==> src/inc/pwm_sync_map.vh <==
// Register map, field positions and reset values of the PWM shadow update block
`ifndef PWM_SYNC_MAP_VH
`define PWM_SYNC_MAP_VH
`define NUM_CH 4
`define CNT_W 16
`define CLKSEL_W 3
// Per-channel register window: channel n at base + n * stride
`define CH_BASE 12'h100
`define CH_STRIDE 12'h020
`define CH_CTRL 5'h00
`define CH_PERIOD 5'h04
`define CH_DUTY 5'h08
`define CH_PSHADOW 5'h0c
`define CH_DSHADOW 5'h10
`define CH_COUNTER 5'h14
`define CH_CLKSEL 5'h18
`define CH_CLKSHADOW 5'h1c
// Group registers
`define GRP_GLOBAL 12'h000
`define GRP_OUTPUT_ENABLE_FIELD 12'h004
`define GRP_CHANNEL_ENABLE_FIELD 12'h008
`define GRP_ROUTE 12'h00c
// Channel control fields
// Level bit is the one both the master and the follower control words set
`define CTRL_LEVEL_BIT 12
`define CTRL_RSTTRIG_BIT 20
`define CTRL_TRIGOUT_BIT 24
// Group global control fields
`define GLB_HOSTTRIG_BIT 0
`define GLB_UPEN_LSB 16
// Reset values
`define CTRL_RESET 32'h00000000
`define CMP_RESET 16'h0000
`define CLKSEL_RESET 3'h0
`endif

==> src/core/pwm_shadow_sync_update.v <==
// Top of the PWM group: APB slave, group control and four channels
`timescale 1ns/1ps
`default_nettype none
`include "pwm_sync_map.vh"
//
// Contract
// RQ1 - Every channel has host-accessible period and duty shadows beside its two compares.
// RQ2 - With updates enabled, shadows move into the compares only at the next period start.
// RQ3 - Software changes period or duty glitch-free by writing shadows, not compares.
// RQ4 - The clock select shadow lands at the same period boundary as the compare shadows.
// RQ5 - An update-enable field written 01 disables and written 10 enables that channel.
// RQ6 - Writing 00 or 11 to an update-enable field leaves it unchanged.
// RQ7 - An update-enable field reads 00 when disabled and 11 when enabled.
// RQ8 - Enabling updates together with the host trigger loads all shadows at once.
// RQ9 - The master channel with trigger output set restarts the followers each period.
// RQ10 - Software sets followers to continuous mode, high level and reset on trigger.
// RQ11 - Software enables the outputs of used channels via output and channel enables.
// RQ12 - Shadow writes to one channel change only that channel at its next boundary.
// RQ13 - With the routed variant, shadow values come from a routing unit word.
// RQ14 - Software initialises the master compares and shadows and clears its counter.
// RQ15 - Duty compare holds the duty count and period compare the period count.
// RQ16 - A follower with reset on trigger restarts its counter on the master trigger.
// RQ17 - Output is active below duty compare and the counter wraps at period compare.
module pwm_shadow_sync_update (
  input wire pclk,
  input wire presetn,
  input wire psel,
  input wire penable,
  input wire pwrite,
  input wire [11:0] paddr,
  input wire [31:0] pwdata,
  output reg [31:0] prdata,
  output wire pready,
  output wire pslverr,
  input wire route_valid,
  input wire [1:0] route_channel,
  input wire [31:0] route_word,
  output wire route_ready,
  output reg [`NUM_CH-1:0] pwm_out
);
  // ---------------------------------------------------------------
  // Bus decode
  // ---------------------------------------------------------------
  wire wr = psel && penable && pwrite;
  wire in_ch = (paddr >= `CH_BASE) && (paddr < (`CH_BASE + `NUM_CH * `CH_STRIDE));
  wire [11:0] ch_off = paddr - `CH_BASE;
  wire [1:0] ch_sel = ch_off[6:5];
  wire [4:0] ch_reg = ch_off[4:0];
  wire grp_hit = (paddr == `GRP_GLOBAL) || (paddr == `GRP_OUTPUT_ENABLE_FIELD) ||
    (paddr == `GRP_CHANNEL_ENABLE_FIELD) || (paddr == `GRP_ROUTE);
  wire mapped = in_ch || grp_hit;
  assign pready = 1'b1;
  assign pslverr = psel && penable && !mapped;

  // ---------------------------------------------------------------
  // Group control state
  // ---------------------------------------------------------------
  reg [`NUM_CH-1:0] update_en;
  reg [`NUM_CH-1:0] output_en;
  reg [`NUM_CH-1:0] channel_en;
  reg [`NUM_CH-1:0] route_en;
  reg force_update;
  reg [31:0] ctrl [0:`NUM_CH-1];
  wire [7:0] tick;
  wire [`NUM_CH-1:0] period_start;
  wire [`NUM_CH-1:0] level;
  wire [`NUM_CH*`CNT_W-1:0] pc_bus, dc_bus, ps_bus, ds_bus, cn_bus;
  wire [`NUM_CH*`CLKSEL_W-1:0] cs_bus, css_bus;
  wire [31:0] glb_word = pwdata;
  reg [`NUM_CH-1:0] trigger_out;
  reg trigger_line;
  // One loop variable per process, so no two processes share a driver
  integer k;
  integer c;
  integer t;
  integer r;

  assign route_ready = 1'b1;

  always @(posedge pclk or negedge presetn) begin
    if (!presetn) begin
      update_en <= {`NUM_CH{1'b0}};
      output_en <= {`NUM_CH{1'b0}};
      channel_en <= {`NUM_CH{1'b0}};
      route_en <= {`NUM_CH{1'b0}};
      force_update <= 1'b0;
    end else begin
      force_update <= 1'b0;
      if (wr && paddr == `GRP_GLOBAL) begin
        for (k = 0; k < `NUM_CH; k = k + 1) begin
          // 01 disables, 10 enables, 00 and 11 leave the field alone
          case (glb_word[`GLB_UPEN_LSB + 2*k +: 2])
            2'b01: update_en[k] <= 1'b0; // RQ5
            2'b10: update_en[k] <= 1'b1; // RQ5
            default: update_en[k] <= update_en[k]; // RQ6
          endcase
        end
        force_update <= glb_word[`GLB_HOSTTRIG_BIT]; // RQ8
      end
      if (wr && paddr == `GRP_OUTPUT_ENABLE_FIELD) begin
        for (k = 0; k < `NUM_CH; k = k + 1) begin
          case (pwdata[2*k +: 2])
            2'b01: output_en[k] <= 1'b0;
            2'b10: output_en[k] <= 1'b1;
            default: output_en[k] <= output_en[k];
          endcase
        end
      end
      if (wr && paddr == `GRP_CHANNEL_ENABLE_FIELD) begin
        for (k = 0; k < `NUM_CH; k = k + 1) begin
          case (pwdata[2*k +: 2])
            2'b01: channel_en[k] <= 1'b0;
            2'b10: channel_en[k] <= 1'b1;
            default: channel_en[k] <= channel_en[k];
          endcase
        end
      end
      if (wr && paddr == `GRP_ROUTE) route_en <= pwdata[`NUM_CH-1:0];
    end
  end

  // ---------------------------------------------------------------
  // Master trigger
  // ---------------------------------------------------------------
  // Every channel with trigger output set drives the line; their period starts are ORed
  always @* begin
    trigger_line = 1'b0;
    for (t = 0; t < `NUM_CH; t = t + 1) begin
      trigger_out[t] = ctrl[t][`CTRL_TRIGOUT_BIT] && period_start[t];
      trigger_line = trigger_line | trigger_out[t]; // RQ9
    end
  end

  // Control words and outputs of all channels in one process
  always @(posedge pclk or negedge presetn) begin
    if (!presetn) begin
      for (c = 0; c < `NUM_CH; c = c + 1) begin
        ctrl[c] <= `CTRL_RESET;
      end
      pwm_out <= {`NUM_CH{1'b0}};
    end else begin
      for (c = 0; c < `NUM_CH; c = c + 1) begin
        if (wr && in_ch && ch_sel == c && ch_reg == `CH_CTRL) ctrl[c] <= pwdata;
      end
      pwm_out <= output_en & level;
    end
  end

  pwm_prescaler u_prescaler (
    .pclk(pclk),
    .presetn(presetn),
    .tick(tick)
  );

  // ---------------------------------------------------------------
  // Channels
  // ---------------------------------------------------------------
  genvar g;
  generate
    for (g = 0; g < `NUM_CH; g = g + 1) begin : gen_ch
      wire hit = wr && in_ch && (ch_sel == g);
      wire rv = route_valid && route_en[g] && (route_channel == g);

      pwm_channel u_ch (
        .pclk(pclk),
        .presetn(presetn),
        .tick(tick),
        .wr_data(pwdata[`CNT_W-1:0]),
        .wr_period(hit && ch_reg == `CH_PERIOD),
        .wr_duty(hit && ch_reg == `CH_DUTY),
        .wr_pshadow(hit && ch_reg == `CH_PSHADOW),
        .wr_dshadow(hit && ch_reg == `CH_DSHADOW),
        .wr_counter(hit && ch_reg == `CH_COUNTER),
        .wr_clksel(hit && ch_reg == `CH_CLKSEL),
        .wr_clkshadow(hit && ch_reg == `CH_CLKSHADOW),
        .route_valid(rv),
        .route_word(route_word),
        .update_en(update_en[g]),
        .force_update(force_update),
        .level_high(ctrl[g][`CTRL_LEVEL_BIT]),
        .reset_on_trigger(ctrl[g][`CTRL_RSTTRIG_BIT] && !trigger_out[g]),
        .trigger_in(trigger_line),
        .run(channel_en[g]),
        .period_compare(pc_bus[g*`CNT_W +: `CNT_W]),
        .duty_compare(dc_bus[g*`CNT_W +: `CNT_W]),
        .period_shadow(ps_bus[g*`CNT_W +: `CNT_W]),
        .duty_shadow(ds_bus[g*`CNT_W +: `CNT_W]),
        .channel_counter(cn_bus[g*`CNT_W +: `CNT_W]),
        .clock_select(cs_bus[g*`CLKSEL_W +: `CLKSEL_W]),
        .clock_select_shadow(css_bus[g*`CLKSEL_W +: `CLKSEL_W]),
        .period_start(period_start[g]),
        .pwm_level(level[g])
      );
    end
  endgenerate

  // ---------------------------------------------------------------
  // Read path
  // ---------------------------------------------------------------
  reg [31:0] next_prdata;
  always @* begin
    next_prdata = 32'h00000000;
    if (paddr == `GRP_GLOBAL) begin
      for (r = 0; r < `NUM_CH; r = r + 1) begin
        next_prdata[`GLB_UPEN_LSB + 2*r +: 2] = {2{update_en[r]}}; // RQ7
      end
    end else if (paddr == `GRP_OUTPUT_ENABLE_FIELD) begin
      for (r = 0; r < `NUM_CH; r = r + 1) next_prdata[2*r +: 2] = {2{output_en[r]}};
    end else if (paddr == `GRP_CHANNEL_ENABLE_FIELD) begin
      for (r = 0; r < `NUM_CH; r = r + 1) next_prdata[2*r +: 2] = {2{channel_en[r]}};
    end else if (paddr == `GRP_ROUTE) begin
      next_prdata[`NUM_CH-1:0] = route_en;
    end else if (in_ch) begin
      case (ch_reg)
        `CH_CTRL: next_prdata = ctrl[ch_sel];
        `CH_PERIOD: next_prdata[`CNT_W-1:0] = pc_bus[ch_sel*`CNT_W +: `CNT_W];
        `CH_DUTY: next_prdata[`CNT_W-1:0] = dc_bus[ch_sel*`CNT_W +: `CNT_W];
        `CH_PSHADOW: next_prdata[`CNT_W-1:0] = ps_bus[ch_sel*`CNT_W +: `CNT_W]; // RQ1
        `CH_DSHADOW: next_prdata[`CNT_W-1:0] = ds_bus[ch_sel*`CNT_W +: `CNT_W]; // RQ1
        `CH_COUNTER: next_prdata[`CNT_W-1:0] = cn_bus[ch_sel*`CNT_W +: `CNT_W];
        `CH_CLKSEL: next_prdata[`CLKSEL_W-1:0] = cs_bus[ch_sel*`CLKSEL_W +: `CLKSEL_W];
        `CH_CLKSHADOW: next_prdata[`CLKSEL_W-1:0] = css_bus[ch_sel*`CLKSEL_W +: `CLKSEL_W];
        default: next_prdata = 32'h00000000;
      endcase
    end
  end

  // Read data registered in setup so it is stable in the access phase
  always @(posedge pclk or negedge presetn) begin
    if (!presetn) begin
      prdata <= 32'h00000000;
    end else if (psel && !penable && !pwrite) begin
      prdata <= next_prdata;
    end
  end
endmodule // pwm_shadow_sync_update
`default_nettype wire

==> src/core/pwm_prescaler.v <==
// Shared prescaler producing the selectable channel count enables
`timescale 1ns/1ps
`default_nettype none
module pwm_prescaler (
  input wire pclk,
  input wire presetn,
  output reg [7:0] tick
);
  reg [7:0] div;
  integer i;

  always @(posedge pclk or negedge presetn) begin
    if (!presetn) begin
      div <= 8'h00;
    end else begin
      div <= div + 8'h01;
    end
  end

  // Select k pulses once every 2**k clocks
  always @* begin
    tick[0] = 1'b1;
    for (i = 1; i < 8; i = i + 1) begin
      tick[i] = (div & ((8'h01 << i) - 8'h01)) == 8'h00;
    end
  end
endmodule // pwm_prescaler
`default_nettype wire

==> src/core/pwm_channel.v <==
// One PWM channel: active compares, shadows, counter and output
`timescale 1ns/1ps
`default_nettype none
`include "pwm_sync_map.vh"
module pwm_channel (
  input wire pclk,
  input wire presetn,
  input wire [7:0] tick,
  input wire [`CNT_W-1:0] wr_data,
  input wire wr_period,
  input wire wr_duty,
  input wire wr_pshadow,
  input wire wr_dshadow,
  input wire wr_counter,
  input wire wr_clksel,
  input wire wr_clkshadow,
  input wire route_valid,
  input wire [2*`CNT_W-1:0] route_word,
  input wire update_en,
  input wire force_update,
  input wire level_high,
  input wire reset_on_trigger,
  input wire trigger_in,
  input wire run,
  output reg [`CNT_W-1:0] period_compare,
  output reg [`CNT_W-1:0] duty_compare,
  output reg [`CNT_W-1:0] period_shadow,
  output reg [`CNT_W-1:0] duty_shadow,
  output reg [`CNT_W-1:0] channel_counter,
  output reg [`CLKSEL_W-1:0] clock_select,
  output reg [`CLKSEL_W-1:0] clock_select_shadow,
  output wire period_start,
  output reg pwm_level
);
  wire step = run && tick[clock_select];
  wire wrap = step && (channel_counter >= period_compare);
  wire restart = (reset_on_trigger && trigger_in) || wrap;
  wire load = force_update || (update_en && restart);
  assign period_start = wrap;

  always @(posedge pclk or negedge presetn) begin
    if (!presetn) begin
      period_compare <= `CMP_RESET;
      duty_compare <= `CMP_RESET;
      period_shadow <= `CMP_RESET;
      duty_shadow <= `CMP_RESET;
      channel_counter <= `CMP_RESET;
      clock_select <= `CLKSEL_RESET;
      clock_select_shadow <= `CLKSEL_RESET;
      pwm_level <= 1'b0;
    end else begin
      if (route_valid) begin
        period_shadow <= route_word[`CNT_W-1:0]; // RQ13
        duty_shadow <= route_word[2*`CNT_W-1:`CNT_W]; // RQ13
      end else begin
        if (wr_pshadow) period_shadow <= wr_data; // RQ1 RQ12
        if (wr_dshadow) duty_shadow <= wr_data; // RQ1 RQ12
      end
      if (wr_clkshadow) clock_select_shadow <= wr_data[`CLKSEL_W-1:0];
      // Shadows land only at a period boundary or on a forced trigger
      if (load) begin
        period_compare <= period_shadow; // RQ2 RQ8
        duty_compare <= duty_shadow; // RQ2 RQ8
        clock_select <= clock_select_shadow; // RQ4
      end else begin
        if (wr_period) period_compare <= wr_data;
        if (wr_duty) duty_compare <= wr_data;
        if (wr_clksel) clock_select <= wr_data[`CLKSEL_W-1:0];
      end
      if (wr_counter) channel_counter <= wr_data;
      else if (restart) channel_counter <= {`CNT_W{1'b0}}; // RQ16 RQ17
      else if (step) channel_counter <= channel_counter + {{(`CNT_W-1){1'b0}}, 1'b1};
      // Active level below duty compare
      pwm_level <= run && ((channel_counter < duty_compare) == level_high); // RQ15 RQ17
    end
  end
endmodule // pwm_channel
`default_nettype wire

==> config.mk <==
export PLATFORM = sky130hd
export DESIGN_NAME = pwm_shadow_sync_update
export DESIGN_NICKNAME = d
export VERILOG_FILES = /design/src/core/pwm_shadow_sync_update.v /design/src/core/pwm_prescaler.v /design/src/core/pwm_channel.v
export VERILOG_INCLUDE_DIRS = /design/src /design/src/inc
export SDC_FILE = /design/constraint.sdc
export NUM_CORES = 1
export LEC_CHECK = 0
export BUFFER_PORTS_ARGS = -buffer_cell sky130_fd_sc_hd__buf_2
export CAP_MARGIN = 25
export CORE_MARGIN = 1.5
export CORE_UTILIZATION = 60
export DETAILED_ROUTE_END_ITERATION = 12
export HOLD_SLACK_MARGIN = 0.15
export PLACE_DENSITY = 0.78
export SYNTH_ARGS = -nofsm -noshare
export SYNTH_HDL_FRONTEND = slang
export SYNTH_SLANG_ARGS = --single-unit
==> constraint.sdc <==
create_clock -name pclk -period 4.5 [get_ports pclk]
set_clock_uncertainty 0.05 [all_clocks]
set_input_delay 1.125 -clock pclk [delete_from_list [all_inputs] [get_ports pclk]]
set_output_delay 1.125 -clock pclk [all_outputs]
set_load 0.01 [all_outputs]
==> flow_summary_export.csv <==
group,metric,value,unit
status,outcome,"complete, no violations",
critical_path,timing_worst_setup_path_type,"reg2reg",
clock_tree,tritoncts,"built",
die,placeableCoreArea,52450,sq um
clock_tree,cts_buffers,56,
critical_path,ff2ff_path_depth,9,
layout,finalNetCount,3311,
routing,route.detailed.drc,0,
critical_path,worstPathCellList,"ha_1, nand4_1, a2111oi_0, a21oi_2, nor2_1, o311ai_1, nand2b_2, buf_4, mux2_1",
power_and_ir_drop,power-per-cell-area,295.0,nW/um^2
critical_path,start_of_the_worst_register_to_register_path,"gen_ch[3].u_ch.channel_counter[11]",
timing,headroom_to_the_max_slew_limit,19.82,%
logic_synthesis,synthesis.area,31730,sq um
timing,setup_tns,0,ns
routing,antenna_violating_nets_post_route,0,
critical_path,worstPathMaxFanout,35,
die,fp.dieH,233.0,microns
routing,drt_first_iter_violations,2997,
power_and_ir_drop,power.ir.vdd_worst,0.3103,mV
grt,number_of_global_route_vias_before_repair,25240,
grt,grt_max_degree,106,
logic_synthesis,synth_largest_type_area_fraction,42.28,%
grt,grt_antenna_before_repair,3,
routing,wl_per_cell,27.50,microns
logic_synthesis,post_synth_inst_count,3018,
clock_tree,cts_max_level,2,
clock_tree,ctsLongestPathBuffers,3,
routing,detailedRoute.firstPassIterationCount,8,
critical_path,worst-r2r-setup-slack,0.37,ns
grt,global_route.overflow_total,0,
logic_synthesis,synth.largest_area_cell,"sky130_fd_sc_hd__dfrtp_1",
die,start_util,60.49,%
logic_synthesis,synth.top_cells.by_area,"sky130_fd_sc_hd__dfrtp_1, sky130_fd_sc_hd__mux4_2, sky130_fd_sc_hd__mux2_2, sky130_fd_sc_hd__ha_1, sky130_fd_sc_hd__mux2i_1",
die,io-pin-count,123,
grt,first_pass_grt_wire_length,158.2,mm
timing,slew_at_the_pin_closest_to_its_max_slew_limit,1.188,ns
clock_tree,insertion_delay,0.64,ns
layout,fill_cells,3933,
layout,most-common-layout-cells,"sky130_fd_sc_hd__dfrtp_1, sky130_fd_sc_hd__nand2_1, sky130_fd_sc_hd__o21ai_0, sky130_fd_sc_hd__mux2_2, sky130_fd_sc_hd__nor2_1",
logic_synthesis,post_synth_edffs,0,
timing,fmax,0.2423,GHz
die,floorplan.die_area,54270,sq um
critical_path,crit_slowest_cell,"sky130_fd_sc_hd__a2111oi_0",
logic_synthesis,synth.avg_cell_area,10.51,sq um
layout,postLayoutCoreUtil,67.18,%
logic_synthesis,synth_sequential_area_ratio,42.28,%
hold_path,worstHoldStart,"prdata[16]",
timing,final.period_utilization,91.72,%
clock_tree,cts.repair_timing.setup_buffer_count,0,
layout,layout-area-overhead-vs-synth,11.05,%
clock_tree,cts_repair_resize_count,0,
routing,num_vias,25750,
placement,port_buffers,120,
clock_tree,worst_setup_hold_path_clk_slew,0.06,ns
timing,rsz0062_at_grt,"no",
critical_path,arrival,4.59,ns
run,drv_cap,0,
clock_tree,holdBufCountCts,0,
critical_path,worstSetupStartpointType,"flip-flop",
hold_path,hold_path_depth,2,
die,die_outline_width,233.0,microns
critical_path,r2r-end,"gen_ch[3].u_ch.duty_compare[10]",
routing,wl,105.2,mm
hold_path,min_to,"prdata[16]",
logic_synthesis,synth-warning-count,0,
clock_tree,ctsRootBufferMaster,"sky130_fd_sc_hd__clkbuf_16",
timing,finalMaxSlewViolations,0,
layout,layout_commonest_cell,"sky130_fd_sc_hd__dfrtp_1",
layout,layout-drive-gt1-share,22.21,%
logic_synthesis,synthDistinctLibCells,86,
critical_path,critPathTopFamily,"compound AO/OA/AOI/OAI gates",
placement,gp_congestion,1.032,
logic_synthesis,async_reset_ff_share,100.0,%
critical_path,worst-endpoint-required,4.96,ns
logic_synthesis,ys_ff_latch,536,
timing,fin_hold_ws,0.4211,ns
timing,period_needed,4.128,ns
critical_path,endpoint_kind,"flip-flop",
die,row_count,84,
placement,dp.final_hpwl,72.65,mm
timing,setup_viol,0,
hold_path,worstHoldPathType,"reg2reg",
critical_path,worst_path_largest_cell_delay,0.76,ns
critical_path,critPathBufInv,1,
logic_synthesis,synth_flop_cell,"sky130_fd_sc_hd__dfrtp_1",
routing,avgViaCountPerCell,6.734,
grt,global_route.usage.total,39.45,%
power_and_ir_drop,static-leakage-power,15.68,nW
clock_tree,clock_sinks,536,
timing,finalHoldViolCount,0,
[layer usage]
layer  vias up  global-route usage, %  wire length (microns)
met5         -                      0                      0
met4         0                  23.10                   7473
met3       414                  9.939                  11430
met2      1543                  60.43                  46670
met1     12720                  50.86                  39580
li1      11070                      -                      -
[state kept, by name, indices dropped and copies added (netlist names), 4 cells and up]
name / cells
gen_ch.u_ch.duty_compare: 64
route_en: 4
gen_ch.u_ch.pwm_level: 4
gen_ch.u_ch.period_compare: 64
u_prescaler.div: 7
gen_ch.u_ch.duty_shadow: 64
gen_ch.u_ch.channel_counter: 64
update_en: 4
gen_ch.u_ch.period_shadow: 64
ctrl: 128
pwm_out: 4
channel_en: 4
output_en: 4
prdata: 32
gen_ch.u_ch.clock_select: 12
gen_ch.u_ch.clock_select_shadow: 12
[where the power goes]
part	internal [mW]	switching, mW	leakage (nW)
clock	2.93	2.07	0.952
combinational	0.164	0.386	7.64
sequential	4.83	0.0159	7.08
[area by class of cell]
cell class / count / area (sq um) / area share (%)
flip-flops and latches: 536 / 13410 / 38.07
diodes: 2 / 5.005 / 0.01421
multi-input cells: 2137 / 16980 / 48.19
clock inverters: 18 / 300.3 / 0.8523
repair buffers: 210 / 1469 / 4.169
inverters: 148 / 555.5 / 1.577
well taps: 688 / 860.8 / 2.443
clock buffers: 85 / 1650 / 4.684
[how the worst max path moves through the flow]
stage                                       start  cells after the start  slack, ns                                to
4_1_cts        gen_ch[3].u_ch.channel_counter[11]                      9       0.44  gen_ch[3].u_ch.period_compare[1]
6_report       gen_ch[3].u_ch.channel_counter[11]                      9       0.37   gen_ch[3].u_ch.duty_compare[10]
2_1_floorplan                            paddr[5]                      9       1.20                         prdata[3]
3_3_place_gp                             paddr[5]                      8       0.37                         prdata[7]
3_5_place_dp                             paddr[5]                      8       0.34                         prdata[7]
5_1_grt        gen_ch[3].u_ch.channel_counter[11]                      9       0.23  gen_ch[3].u_ch.period_compare[1]
[cell families after synthesis]
kind of cell             after synthesis  synth area share (%)
flip-flops                           536                 42.28
multiplexers                         560                 23.63
XOR/XNOR                              15                0.4141
buffers and inverters                346                 4.515
other                                  1               0.01182
adder cells (fa/ha/maj)              138                 5.442
AO/OA/AOI/OAI                        662                 12.95
AND/OR/NAND/NOR                      760                 10.76
[worst min-delay path, cell delays in order (launching register included)]
cell                      delay [ns]
sky130_fd_sc_hd__dfrtp_1        0.34
sky130_fd_sc_hd__nand2_1        0.04
sky130_fd_sc_hd__o21ai_0        0.06
[synth_stat cells (32+ instances only)]
master,number
sky130_fd_sc_hd__clkbuf_1,137
sky130_fd_sc_hd__a21oi_1,153
sky130_fd_sc_hd__nand3_1,45
sky130_fd_sc_hd__mux2_1,77
sky130_fd_sc_hd__mux2_2,222
sky130_fd_sc_hd__nand2_1,342
sky130_fd_sc_hd__buf_2,32
sky130_fd_sc_hd__o21ai_0,252
sky130_fd_sc_hd__ha_1,138
sky130_fd_sc_hd__dfrtp_1,536
sky130_fd_sc_hd__mux4_2,116
sky130_fd_sc_hd__nor2_1,191
sky130_fd_sc_hd__inv_1,147
sky130_fd_sc_hd__a22oi_1,54
sky130_fd_sc_hd__mux2i_1,132
[per-stage QoR]
stage | std cells | power (mW) | area (sq um) | setup slack [ns]
finish | 3824 | 10.39 | 35230 | 0.3725
global route | 3822 | 10.65 | 35230 | 0.2318
CTS | 3820 | 10.41 | 35190 | 0.4380
detailed placement | 3717 | 5.474 | 33240 | 0.3425
global placement | 3717 | 5.459 | 33240 | 0.3722
floorplan | 3019 | 5.178 | 31730 | 1.196
Power figures use the tool's default switching activity.
